## config.mk

```make
export PLATFORM = sky130hd
export DESIGN_NAME = spl_core
export DESIGN_NICKNAME = d
export VERILOG_FILES = /design/src/include/spl_pkg.sv /design/src/verilog/spl_core.sv
export SDC_FILE = /design/constraint.sdc
export NUM_CORES = 1
export LEC_CHECK = 0
export BUFFER_PORTS_ARGS = -buffer_cell sky130_fd_sc_hd__buf_2
export CORE_MARGIN = 3
export CORE_UTILIZATION = 60
export CTS_CLUSTER_SIZE = 24
export DETAILED_ROUTE_END_ITERATION = 12
export GPL_ROUTABILITY_DRIVEN = 0
export PLACE_DENSITY = 0.83
export SKIP_CTS_REPAIR_TIMING = 1
export SYNTH_ARGS = -nofsm -noshare
export SYNTH_HDL_FRONTEND = slang
export SYNTH_SLANG_ARGS = --single-unit
```

## constraint.sdc

```tcl
create_clock -name mclk -period 6.2 [get_ports mclk]
set_input_delay 0.31 -clock mclk [delete_from_list [all_inputs] [get_ports mclk]]
set_output_delay 0.31 -clock mclk [all_outputs]
set_load 0.03 [all_outputs]
```

## src/include/spl_pkg.sv

```systemverilog
// Purpose: constants and types for the system pll config and lock monitor
// Assumes: apb register access, 10 MHz mclk
// Notes: frequency words are numerator over denominator

package spl_pkg;

    // apb byte offsets
    localparam logic [7:0] SPL_OFS_CTRL = 8'h00;
    localparam logic [7:0] SPL_OFS_LOCK = 8'h04;
    localparam logic [7:0] SPL_OFS_IRQ_STAT = 8'h08;
    localparam logic [7:0] SPL_OFS_IRQ_MASK = 8'h0c;
    localparam logic [7:0] SPL_OFS_FREQ_M_LO = 8'h10;
    localparam logic [7:0] SPL_OFS_FREQ_M_HI = 8'h14;
    localparam logic [7:0] SPL_OFS_FREQ_N = 8'h18;
    localparam logic [7:0] SPL_OFS_CFG_SRC = 8'h1c;

    // field positions in the control word
    localparam int SPL_CTRL_DIV_LSB = 0;
    localparam int SPL_CTRL_DBL_BIT = 16;
    localparam int SPL_CTRL_GPIO_BIT = 17;

    // feedback divider range and reset value
    localparam logic [9:0] SPL_FBDIV_MIN = 10'h06c;
    localparam logic [9:0] SPL_FBDIV_MAX = 10'h22c;
    localparam logic [9:0] SPL_FBDIV_RST = 10'h06c;

    // interrupt bits
    localparam int SPL_IRQ_LOL = 0;
    localparam int SPL_IRQ_LOCK = 1;
    localparam int SPL_IRQ_BADDIV = 2;

    // lock qualification time
    localparam int SPL_CLK_MHZ = 10;
    localparam int SPL_LOCK_QUAL_US = 100;
    localparam int SPL_LOCK_QUAL_CYC = SPL_LOCK_QUAL_US * SPL_CLK_MHZ;

    // control voltage code window base and span, the doubler lowers the upper limit by 12'h040
    localparam logic [11:0] SPL_VC_BASE = 12'h200;
    localparam logic [11:0] SPL_VC_SPAN = 12'h400;

    typedef struct packed {
        logic gpio_route;
        logic doubler_en;
        logic [9:0] fb_div;
    } spl_ctrl_t;

    typedef struct packed {
        logic [47:0] num;
        logic [15:0] den;
    } spl_freq_t;

    typedef enum logic [1:0] {
        SPL_ST_LOAD,
        SPL_ST_WAIT,
        SPL_ST_LOCKED
    } spl_state_t;

endpackage : spl_pkg

```

## src/verilog/spl_core.sv

```systemverilog
// Purpose: system pll configuration registers and lock supervision
// Assumes: boot loader presents otp or eeprom contents in the first cycle after reset
// Notes: analog core, reference input stage not included
//
// Design decisions made here: register access over APB and the register addresses.
`timescale 1ns/1ps
`default_nettype none

module spl_core
    import spl_pkg::*;
#(
    parameter int LOCK_QUAL_CYC = SPL_LOCK_QUAL_CYC
) (
    // clock and reset
    input wire logic mclk,
    input wire logic rst,
    // apb slave
    input wire logic psel,
    input wire logic penable,
    input wire logic pwrite,
    input wire logic [7:0] paddr,
    input wire logic [31:0] pwdata,
    output logic [31:0] prdata,
    output logic pready,
    output logic pslverr,
    // boot configuration sources
    input wire logic otp_en,
    input wire logic otp_valid,
    input wire logic [11:0] otp_ctrl,
    input wire logic eeprom_en,
    input wire logic eeprom_valid,
    input wire logic [11:0] eeprom_ctrl,
    // analog pll side, control voltage from an on-chip adc
    input wire logic [11:0] vc_code,
    output logic pll_doubler_en,
    output logic [9:0] pll_fb_div,
    output logic fod_clk_en,
    // alarms
    output logic lol_gpio,
    output logic irq
);

    spl_ctrl_t ctrl_r;
    spl_freq_t freq_r;
    spl_state_t state_r;
    logic [2:0] irq_stat_r;
    logic [2:0] irq_mask_r;
    logic [1:0] cfg_src_r;
    logic [15:0] qual_cnt_r;
    logic locked_r;
    logic boot_done_r;
    logic [11:0] vc_lo;
    logic [11:0] vc_hi;
    logic vc_ok;
    logic wr_en;
    logic ctrl_wr;
    logic [2:0] ev;
    logic lock_prev_r;
    logic [31:0] rd_mux;

    function automatic logic div_ok(input logic [9:0] d);
        div_ok = (d >= SPL_FBDIV_MIN) && (d <= SPL_FBDIV_MAX);
    endfunction : div_ok

    function automatic spl_ctrl_t to_ctrl(input logic [11:0] w);
        to_ctrl.fb_div = w[9:0];
        to_ctrl.doubler_en = w[10];
        to_ctrl.gpio_route = w[11];
    endfunction : to_ctrl

    assign pready = 1'b1;
    assign wr_en = psel && penable && pwrite;
    // out-of-range divider writes are refused, keeps the loop sane
    assign ctrl_wr = wr_en && (paddr == SPL_OFS_CTRL) && boot_done_r
        && div_ok(pwdata[SPL_CTRL_DIV_LSB +: 10]);

    // boot load then host control
    always_ff @(posedge mclk) begin
        if (rst) begin
            boot_done_r <= 1'b0;
            ctrl_r <= '{1'b0, 1'b0, SPL_FBDIV_RST};
            cfg_src_r <= 2'b00;
        end else if (!boot_done_r) begin
            boot_done_r <= 1'b1;
            if (otp_en && otp_valid && div_ok(otp_ctrl[9:0])) begin
                ctrl_r <= to_ctrl(otp_ctrl);
                cfg_src_r <= 2'b01;
            end else if (eeprom_en && eeprom_valid
                && div_ok(eeprom_ctrl[9:0])) begin
                ctrl_r <= to_ctrl(eeprom_ctrl);
                cfg_src_r <= 2'b10;
            end
        end else if (ctrl_wr) begin
            ctrl_r.fb_div <= pwdata[SPL_CTRL_DIV_LSB +: 10];
            ctrl_r.doubler_en <= pwdata[SPL_CTRL_DBL_BIT];
            ctrl_r.gpio_route <= pwdata[SPL_CTRL_GPIO_BIT];
        end
    end

    // frequency word registers
    always_ff @(posedge mclk) begin
        if (rst) begin
            freq_r <= '0;
        end else if (wr_en) begin
            case (paddr)
                SPL_OFS_FREQ_M_LO: freq_r.num[31:0] <= pwdata;
                SPL_OFS_FREQ_M_HI: freq_r.num[47:32] <= pwdata[15:0];
                SPL_OFS_FREQ_N: freq_r.den <= pwdata[15:0];
                default: ;
            endcase
        end
    end

    // limits scale with the vco setting, no user threshold
    always_comb begin
        vc_lo = SPL_VC_BASE - {4'h0, ctrl_r.fb_div[9:2]};
        vc_hi = SPL_VC_BASE + SPL_VC_SPAN - {3'h0, ctrl_r.fb_div[9:1]}
            - (ctrl_r.doubler_en ? 12'h040 : 12'h000);
        vc_ok = (vc_code >= vc_lo) && (vc_code <= vc_hi);
    end

    // lock supervision
    always_ff @(posedge mclk) begin
        if (rst) begin
            state_r <= SPL_ST_LOAD;
            qual_cnt_r <= '0;
            locked_r <= 1'b0;
        end else if (ctrl_wr || !boot_done_r) begin
            state_r <= SPL_ST_WAIT;
            qual_cnt_r <= '0;
            locked_r <= 1'b0;
        end else begin
            case (state_r)
                SPL_ST_LOAD: begin
                    state_r <= SPL_ST_WAIT;
                end
                SPL_ST_WAIT: begin
                    if (!vc_ok) begin
                        qual_cnt_r <= '0;
                    end else if (qual_cnt_r == 16'(LOCK_QUAL_CYC - 1)) begin
                        state_r <= SPL_ST_LOCKED;
                        locked_r <= 1'b1;
                    end else begin
                        qual_cnt_r <= qual_cnt_r + 16'h0001;
                    end
                end
                SPL_ST_LOCKED: begin
                    if (!vc_ok) begin
                        state_r <= SPL_ST_WAIT;
                        locked_r <= 1'b0;
                        qual_cnt_r <= '0;
                    end
                end
                default: state_r <= SPL_ST_WAIT;
            endcase
        end
    end

    always_ff @(posedge mclk) begin
        if (rst) begin
            lock_prev_r <= 1'b0;
        end else begin
            lock_prev_r <= locked_r;
        end
    end

    assign ev[SPL_IRQ_LOL] = lock_prev_r && !locked_r;
    assign ev[SPL_IRQ_LOCK] = !lock_prev_r && locked_r;
    assign ev[SPL_IRQ_BADDIV] = wr_en && (paddr == SPL_OFS_CTRL)
        && !div_ok(pwdata[SPL_CTRL_DIV_LSB +: 10]);

    // sticky status, set beats clear
    always_ff @(posedge mclk) begin
        if (rst) begin
            irq_stat_r <= '0;
            irq_mask_r <= '0;
        end else begin
            if (wr_en && paddr == SPL_OFS_IRQ_STAT) begin
                irq_stat_r <= (irq_stat_r & ~pwdata[2:0]) | ev;
            end else begin
                irq_stat_r <= irq_stat_r | ev;
            end
            if (wr_en && paddr == SPL_OFS_IRQ_MASK) begin
                irq_mask_r <= pwdata[2:0];
            end
        end
    end

    always_ff @(posedge mclk) begin
        if (rst) begin
            irq <= 1'b0;
            lol_gpio <= 1'b0;
        end else begin
            irq <= |(irq_stat_r & irq_mask_r);
            lol_gpio <= ctrl_r.gpio_route && !locked_r;
        end
    end

    // reference is the crystal; outputs steer the analog core
    assign pll_doubler_en = ctrl_r.doubler_en;
    assign pll_fb_div = ctrl_r.fb_div;
    assign fod_clk_en = locked_r;

    // apb read mux, unmapped reads zero with error
    always_comb begin
        rd_mux = 32'h0000_0000;
        pslverr = 1'b0;
        case (paddr)
            SPL_OFS_CTRL: rd_mux = {14'h0, ctrl_r.gpio_route,
                ctrl_r.doubler_en, 6'h0, ctrl_r.fb_div};
            SPL_OFS_LOCK: rd_mux = {30'h0, !locked_r, locked_r};
            SPL_OFS_IRQ_STAT: rd_mux = {29'h0, irq_stat_r};
            SPL_OFS_IRQ_MASK: rd_mux = {29'h0, irq_mask_r};
            SPL_OFS_FREQ_M_LO: rd_mux = freq_r.num[31:0];
            SPL_OFS_FREQ_M_HI: rd_mux = {16'h0, freq_r.num[47:32]};
            SPL_OFS_FREQ_N: rd_mux = {16'h0, freq_r.den};
            SPL_OFS_CFG_SRC: rd_mux = {30'h0, cfg_src_r};
            default: pslverr = psel && penable;
        endcase
    end

    // latched in setup so read data leaves a flop, pready stays high
    always_ff @(posedge mclk) begin
        if (rst) begin
            prdata <= 32'h0000_0000;
        end else if (psel && !penable) begin
            prdata <= rd_mux;
        end
    end

    property p_lock_after_reconfig;
        @(posedge mclk) disable iff (rst)
        ctrl_wr |=> !locked_r;
    endproperty
    a_lock_after_reconfig: assert property (p_lock_after_reconfig)
        else $error("lock kept across reconfiguration");

    property p_div_range;
        @(posedge mclk) disable iff (rst)
        boot_done_r |-> div_ok(ctrl_r.fb_div);
    endproperty
    a_div_range: assert property (p_div_range)
        else $error("feedback divider out of range");

    property p_lock_needs_vc;
        @(posedge mclk) disable iff (rst)
        locked_r && !vc_ok |=> !locked_r;
    endproperty
    a_lock_needs_vc: assert property (p_lock_needs_vc)
        else $error("lock held with control voltage out of limits");

    property p_lol_event;
        @(posedge mclk) disable iff (rst)
        $fell(locked_r) |=> irq_stat_r[SPL_IRQ_LOL];
    endproperty
    a_lol_event: assert property (p_lol_event)
        else $error("loss of lock not flagged");

    property p_gpio;
        @(posedge mclk) disable iff (rst)
        ##1 lol_gpio == $past(ctrl_r.gpio_route && !locked_r);
    endproperty
    a_gpio: assert property (p_gpio)
        else $error("gpio alarm mismatch");

    property p_fod;
        @(posedge mclk) disable iff (rst)
        fod_clk_en == locked_r;
    endproperty
    a_fod: assert property (p_fod)
        else $error("fod enable not tied to lock");

    property p_dbl;
        @(posedge mclk) disable iff (rst)
        ctrl_wr |=> pll_doubler_en == $past(pwdata[SPL_CTRL_DBL_BIT]);
    endproperty
    a_dbl: assert property (p_dbl)
        else $error("doubler select not applied");

    property p_freq_n;
        @(posedge mclk) disable iff (rst)
        wr_en && paddr == SPL_OFS_FREQ_N |=> freq_r.den == $past(pwdata[15:0]);
    endproperty
    a_freq_n: assert property (p_freq_n)
        else $error("denominator not stored");

    property p_boot_otp;
        @(posedge mclk) disable iff (rst)
        !boot_done_r && otp_en && otp_valid && div_ok(otp_ctrl[9:0])
            |=> cfg_src_r == 2'b01 && pll_fb_div == $past(otp_ctrl[9:0]);
    endproperty
    a_boot_otp: assert property (p_boot_otp)
        else $error("boot did not take the otp word");

    property p_boot_rom;
        @(posedge mclk) disable iff (rst)
        !boot_done_r && !(otp_en && otp_valid) && eeprom_en
            && eeprom_valid && div_ok(eeprom_ctrl[9:0])
            |=> cfg_src_r == 2'b10 && pll_fb_div == $past(eeprom_ctrl[9:0]);
    endproperty
    a_boot_rom: assert property (p_boot_rom)
        else $error("boot did not take the eeprom word");

    property p_no_early_lock;
        @(posedge mclk) disable iff (rst)
        !locked_r && !vc_ok |=> !locked_r;
    endproperty
    a_no_early_lock: assert property (p_no_early_lock)
        else $error("lock declared with control voltage out of limits");

    property p_unlock_boot;
        @(posedge mclk) disable iff (rst)
        $rose(boot_done_r) |-> !locked_r && state_r == SPL_ST_WAIT;
    endproperty
    a_unlock_boot: assert property (p_unlock_boot)
        else $error("lock shown right after boot load");

    property p_bad_div;
        @(posedge mclk) disable iff (rst)
        wr_en && paddr == SPL_OFS_CTRL && boot_done_r
            && !div_ok(pwdata[SPL_CTRL_DIV_LSB +: 10])
            |=> $stable(ctrl_r) && irq_stat_r[SPL_IRQ_BADDIV];
    endproperty
    a_bad_div: assert property (p_bad_div)
        else $error("out of range divider not refused");

    property p_lock_event;
        @(posedge mclk) disable iff (rst)
        $rose(locked_r) |=> irq_stat_r[SPL_IRQ_LOCK];
    endproperty
    a_lock_event: assert property (p_lock_event)
        else $error("lock gain not flagged");

    property p_freq_m;
        @(posedge mclk) disable iff (rst)
        wr_en && paddr == SPL_OFS_FREQ_M_HI
            |=> freq_r.num[47:32] == $past(pwdata[15:0]);
    endproperty
    a_freq_m: assert property (p_freq_m)
        else $error("numerator upper part not stored");

endmodule : spl_core

`default_nettype wire

```

==> impl_metrics.csv, run 1 <==
group,metric,value,unit
status,status,"complete, no violations",
synth,yosysWarnings,0,
cells_and_area,syn2layout_area_growth,15.3,%
sta,setup_viol,0,
global_route,grt_pass1_wl,30700,um
clocking,clk_latency,420,ps
floorplan,fp.coreArea,11500,um^2
setup_path,path_delay_family,"compound AO/OA/AOI/OAI gates",
clocking,numClockSinks,139,
cells_and_area,fillers,942,
cells_and_area,nNetsFinal,1097,
synth,async_flop_share,0,
synth,synthCells,878,
sta,worst_pin_slew,1130,ps
routing,vias,6897,
synth,synth_xor_area_frac,0.0147,
placed_design,preCtsSetupSlack,1920,ps
floorplan,initial_core_util,0.620,
sta,finalHoldViolCount,0,
synth,ys_seq_elements,139,
floorplan,io_pins,133,
sta,final.setup.tns,0,ps
routing,first_iter_violations,871,
setup_path,slowest_delay,520,ps
cells_and_area,final_cell_mix,"nand2_1, dfxtp_1, buf_2",
global_route,grt_max_degree,108,
flow_run,maxCapViolCount,0,
sta,worst_slack,1840,ps
sta,fin_crit_sh,0.704,
placed_design,port_buffers,131,
cells_and_area,drive_above_1_share,0.188,
power,finalPower,2.11,mW
cells_and_area,final_common_cell,"nand2_1",
power,vdd_ir_drop_max,0.210,mV
global_route,antenna_found_initial,0,
synth,syn-num-nets,1002,
placed_design,dp_hpwl,13400,um
global_route,grtUsageTotal,0.291,
placed_design,placed_area,7710,um^2
synth,synthDistinctLibCells,65,
synth,netlist.area_leader.share,0.389,
floorplan,die-area,13300,um^2
clocking,htreeDepth,4,
setup_path,crit_fanout,11,
routing,drt_first_pass_iters,6,
routing,route.detailed.drc,0,
routing,ant_nets,0,
sta,post-route-min-period,4360,ps
floorplan,num_rows,39,
sta,hold_slack,123,ps
setup_path,path_cells,"inv_1 -> ha_1 -> a211o_1 -> a21oi_1 -> nor2_1 -> o21a_1 -> o21a_1 -> o21ai_0 -> and2_1 -> ha_1 -> and4b_1 -> a221oi_1 -> nand2_1 -> o21a_1 -> nor2_1 -> o21ai_0 -> a2111oi_0",
clocking,numCtsBuffers,17,
setup_path,endpoint_kind,"flop",
synth,syn_area,7150,um^2
clocking,cts.clk_slew.worst_paths,60,ps
floorplan,die_w,115,um
setup_path,critPathKind,"reg2reg",
global_route,grt_pass1_vias,6270,
sta,drv_slew,0,
floorplan,die_y,115,um
sta,clock.fmax,0.229,GHz
synth,synth_compound_area_frac,0.232,
setup_path,arrival,4660,ps
power,p_leak,3.41,nW
setup_path,start_kind,"flop",
routing,wirelength,19200,um
synth,synthAdderAreaFrac,0.0683,
cells_and_area,insertedDiodeCount,0,
routing,wire_per_inst,17.0,um
synth,synth_top_family_by_area,"compound AO/OA/AOI/OAI gates",
synth,synth-edff-count,0,
sta,rsz0062_at_grt,"no",
synth,synth_mux_area_frac,0.0243,
synth,synth.largest_area_cell,"dfxtp_1",
min_path,hp-class,"in2reg",
synth,avgSynthCellArea,8.14,um^2
routing,via_per_inst,6.11,
synth,seq_area_frac_synth,0.389,
global_route,grt.overflow.total,0,
setup_path,crit_buf_inv,1,
sta,max_slew_margin,0.249,
synth,yosys_most_used_dff,"dfxtp_1",
synth,synthSimpleGateAreaFrac,0.209,
synth,yosys-top-cells-area,"dfxtp_1, nand2_1, ha_1",
setup_path,path_common_cell,"o21a_1",
setup_path,worstPathRequired,6490,ps
sta,fin_worst_skew,8.27,ps
clocking,clk_path_buf_depth,2,
setup_path,cp_slowest_cell,"nor2_1",
cells_and_area,fin_area,8240,um^2
clocking,cts_root_buf,"clkbuf_16",
clocking,cts_tree,"yes",
power,power_density,256,nW/um^2
[path summary, 6_finish.rpt]
kind | startpoint | end | slack (ps) | cells past startpoint
worst min-delay path | pwdata[18] | freq_r[34]$_SDFFE_PP0P_ | 120 | 3
worst min register to register | freq_r[34]$_SDFFE_PP0P_ | freq_r[34]$_SDFFE_PP0P_ | 450 | 2
worst max-delay path | pll_fb_div[4]$_SDFFE_PP0P_ | qual_cnt_r[2]$_SDFFE_PP0P_ | 1840 | 17
worst max register to register | pll_fb_div[4]$_SDFFE_PP0P_ | qual_cnt_r[2]$_SDFFE_PP0P_ | 1840 | 17
[report_power, final]
part / switching (mW) / internal, mW / leakage (nW)
Clock: 0.383 / 0.547 / 0.256
Combinational: 0.162 / 0.101 / 2.03
Sequential: 0.0151 / 0.905 / 1.12
[stage by stage]
stage	cells	util
floorplan	878	-
global placement	1097	0.669
detailed placement	1097	0.669
CTS	1128	0.716
global route	1128	0.716
finish	1128	0.716
[worst register-to-register path, stage by stage, from the launching register on]
cell	delay [ps]
dfxtp_1	480
inv_1	130
ha_1	210
a211o_1	320
a21oi_1	190
nor2_1	80
o21a_1	180
o21a_1	180
o21ai_0	140
and2_1	150
ha_1	240
and4b_1	240
a221oi_1	310
nand2_1	90
o21a_1	220
nor2_1	520
o21ai_0	140
a2111oi_0	410
[cell type report]
cell class              count  area (um^2)  area share
clock buffers              20          437      0.0530
inverters                  33          124      0.0150
well taps                 143          179      0.0217
repair buffers            137          703      0.0853
multi-input cells         645         3920       0.475
flip-flops and latches    139         2780       0.338
clock inverters            11         98.8      0.0120
[per-layer routing]
layer / routed length [um] / up-vias / track usage
met4: 420 / 0 / 0.109
li1: - / 3318 / -
met3: 1500 / 33 / 0.0537
met5: 0 / - / 0
met2: 9160 / 326 / 0.470
met1: 8100 / 3220 / 0.389
[state kept, by name, summed over array words and instances, names as in the netlist, 2 cells and up]
register,count
freq_r,64
prdata,32
qual_cnt_r,16
pll_fb_div,10
irq_mask_r,3
irq_stat_r,3
cfg_src_r,2
state_r,2
[cells in the mapped netlist (9+ instances only)]
cell type	count
a22oi_1	27
nor2_1	55
mux2i_1	14
nand2_1	173
a21oi_1	92
a222oi_1	10
ha_1	39
buf_4	14
nor3_1	20
inv_1	33
and3_1	12
nand3_1	14
and2_1	9
buf_2	14
o21ai_0	41
clkbuf_1	29
dfxtp_1	139
a31oi_1	15
xnor2_1	10
[cells by family after synthesis]
| family | Yosys count |
|---|---|
| and+or+nand+nor | 322 |
| muxes | 17 |
| xor gates and xnor gates | 12 |
| AOI/OAI and AO/OA | 254 |
| buffers and inverters | 94 |
| other | 1 |
| DFF | 139 |
| adders and majority gates | 39 |
Note: power is estimated with default switching activity, not from simulation.
==> run 2: changes to the inputs <==
--- a/config.mk
+++ b/config.mk
@@ -7,11 +7,11 @@
 export LEC_CHECK = 0
 export BUFFER_PORTS_ARGS = -buffer_cell sky130_fd_sc_hd__buf_2
 export CORE_MARGIN = 3
-export CORE_UTILIZATION = 60
+export CORE_UTILIZATION = 56
 export CTS_CLUSTER_SIZE = 24
 export DETAILED_ROUTE_END_ITERATION = 12
 export GPL_ROUTABILITY_DRIVEN = 0
-export PLACE_DENSITY = 0.83
+export PLACE_DENSITY = 0.78
 export SKIP_CTS_REPAIR_TIMING = 1
 export SYNTH_ARGS = -nofsm -noshare
 export SYNTH_HDL_FRONTEND = slang
==> constraint.sdc (replaced) <==
create_clock -name mclk -period 4.45 [get_ports mclk]
set_input_delay 0.2225 -clock mclk [delete_from_list [all_inputs] [get_ports mclk]]
set_output_delay 0.2225 -clock mclk [all_outputs]
set_load 0.03 [all_outputs]
==> run 2 against run 1 <==
Effect of this change: sequential share of layout area decreased by 0.29 points; critical path depth grew 2; global-route usage shrank 2.2 points; combinational power grew 41%; critical endpoint unchanged; non-clock buffer count rose by 5; worst hold slack worse by 90 ps; sequential power increased by 39%; highest routed layer unchanged.
==> impl_metrics.csv, run 2 (same netlist as run 1, synthesis figures left out) <==
group,metric,value,unit
status,status,"complete, no violations",
floorplan,fp.coreArea,12300,um^2
floorplan,initial_core_util,0.583,
routing,vias,6816,
sta,worst_pin_slew,1160,ps
power,internal-power,2.15,mW
power,pwr-share-seq,0.438,
setup_path,worstPathRequired,4740,ps
routing,wire_per_inst,16.6,um
flow_run,maxCapViolCount,0,
sta,drv_slew,0,
power,p_comb_frac,0.126,
routing,ant_nets,0,
min_path,hp-class,"in2reg",
sta,max_slew_margin,0.229,
power,p_switching,0.777,mW
sta,finalHoldViolCount,0,
clocking,htreeDepth,4,
power,vdd_ir_drop_max,0.266,mV
clocking,clk_latency,420,ps
setup_path,start_kind,"flop",
clocking,clk_path_buf_depth,2,
cells_and_area,final_common_cell,"nand2_1",
clocking,cts_root_buf,"clkbuf_16",
clocking,cts.clk_slew.worst_paths,60,ps
global_route,grt_max_degree,112,
sta,fin_worst_skew,5.32,ps
clocking,numClockSinks,139,
global_route,grt.overflow.total,0,
setup_path,reg2reg_to,"qual_cnt_r[2]$_SDFFE_PP0P_",
sta,rsz0062_at_grt,"no",
setup_path,r2r_slack,450,ps
routing,first_iter_violations,763,
cells_and_area,fin_area,8310,um^2
cells_and_area,final_cell_mix,"nand2_1, dfxtp_1, buf_2",
setup_path,crit_fanout,11,
setup_path,crit_path_end,"qual_cnt_r[2]$_SDFFE_PP0P_",
setup_path,timing.rr.start,"pll_fb_div[2]$_SDFFE_PP1P_",
clocking,cts_tree,"yes",
floorplan,die_w,119,um
global_route,antenna_found_initial,0,
routing,wirelength,19200,um
cells_and_area,largest_register_ff_count,64,
setup_path,ff2ff_path_depth,19,
global_route,grtUsageTotal,0.269,
setup_path,critPathKind,"reg2reg",
placed_design,placed_area,7770,um^2
floorplan,die-area,14200,um^2
sta,worst_slack,445,ps
cells_and_area,utilization,0.678,
routing,drt_first_pass_iters,8,
sta,fin_crit_sh,0.900,
setup_path,endpoint_kind,"flop",
clocking,numCtsBuffers,17,
global_route,grt_pass1_vias,6233,
cells_and_area,final_cells,1157,
sta,final.setup.tns,0,ps
power,p_clk_frac,0.436,
routing,via_per_inst,5.89,
power,switching_share,0.265,
setup_path,arrival,4290,ps
setup_path,startpoint,"pll_fb_div[2]$_SDFFE_PP1P_",
cells_and_area,insertedDiodeCount,0,
power,power_density,352,nW/um^2
placed_design,dp_hpwl,13300,um
cells_and_area,drive_above_1_share,0.194,
cells_and_area,nNetsFinal,1102,
sta,setup_viol,0,
placed_design,preCtsSetupSlack,484,ps
floorplan,num_rows,40,
cells_and_area,largestRegisters,"freq_r (64), prdata (32), qual_cnt_r (16)",
sta,post-route-min-period,4000,ps
global_route,grt_pass1_wl,31000,um
placed_design,port_buffers,131,
cells_and_area,largest-register,"freq_r",
min_path,worstHoldStart,"pwdata[18]",
routing,route.detailed.drc,0,
floorplan,die_y,119,um
placed_design,dp_cells,1127,
sta,clock.fmax,0.250,GHz
power,p_leak,3.43,nW
cells_and_area,syn2layout_area_growth,16.3,%
floorplan,io_pins,133,
==> run 2: cell count changes in the layout (fill, tap and decap cells not counted), sizes merged <==
cell | before | now
buf | 137 | 142
bufinv | 1 | 0
clkinvlp | 3 | 4
inv | 34 | 33
==> run 2: power by group through the flow <==
stage / logic (mW) / clock network [mW] / registers, mW
floorplan: 0.236 / 0 / 1.31
global placement: 0.356 / 0 / 1.31
detailed placement: 0.362 / 0 / 1.31
CTS: 0.365 / 1.29 / 1.28
global route: 0.410 / 1.35 / 1.29
finish: 0.369 / 1.28 / 1.28
==> run 2: how the worst min path moves through the flow <==
stage                               to  slack [ps]  cells past startpoint
2_1_floorplan   freq_r[0]$_SDFFE_PP0P_         360                      2
3_3_place_gp   freq_r[46]$_SDFFE_PP0P_         440                      2
3_5_place_dp    freq_r[0]$_SDFFE_PP0P_         450                      2
4_1_cts        freq_r[34]$_SDFFE_PP0P_          20                      3
5_1_grt        freq_r[43]$_SDFFE_PP0P_          50                      3
6_report       freq_r[34]$_SDFFE_PP0P_          30                      3
==> run 2: routing by layer <==
layer | up-vias | global-route usage | part of all wire
met4 | 0 | 0.0912 | 0.021
met3 | 41 | 0.0698 | 0.073
li1 | 3316 | - | -
met5 | - | 0 | 0
met2 | 282 | 0.443 | 0.48
met1 | 3177 | 0.344 | 0.43
==> run 2: area by class of cell <==
cell class / instances / area [um^2]
Fill cell: 1072 / 3950
Multi-Input combinational cell: 645 / 3920
Sequential cell: 139 / 2780
Timing Repair Buffer: 142 / 741
Clock buffer: 20 / 467
Tap cell: 168 / 210
Inverter: 33 / 124
Clock inverter: 10 / 71.3
==> run 2: critical path, stage by stage, from the launching register on <==
cell,delay [ps]
dfxtp_1,440
inv_1,120
ha_1,220
inv_1,70
ha_1,170
o21bai_1,80
a21oi_1,220
o21bai_1,90
a21oi_1,220
o21ai_0,140
xnor2_1,150
ha_1,300
a21o_1,200
a211oi_1,370
nand2_1,90
o21a_1,210
nor2_1,100
buf_4,180
o21ai_0,80
a2111oi_0,420
==> run 2: through the flow <==
stage               power [mW]  hold slack (ps)
finish                    2.93             33.3
global route              3.04             52.6
global placement          1.66              441
detailed placement        1.67              446
CTS                       2.94             22.4
floorplan                 1.55              358
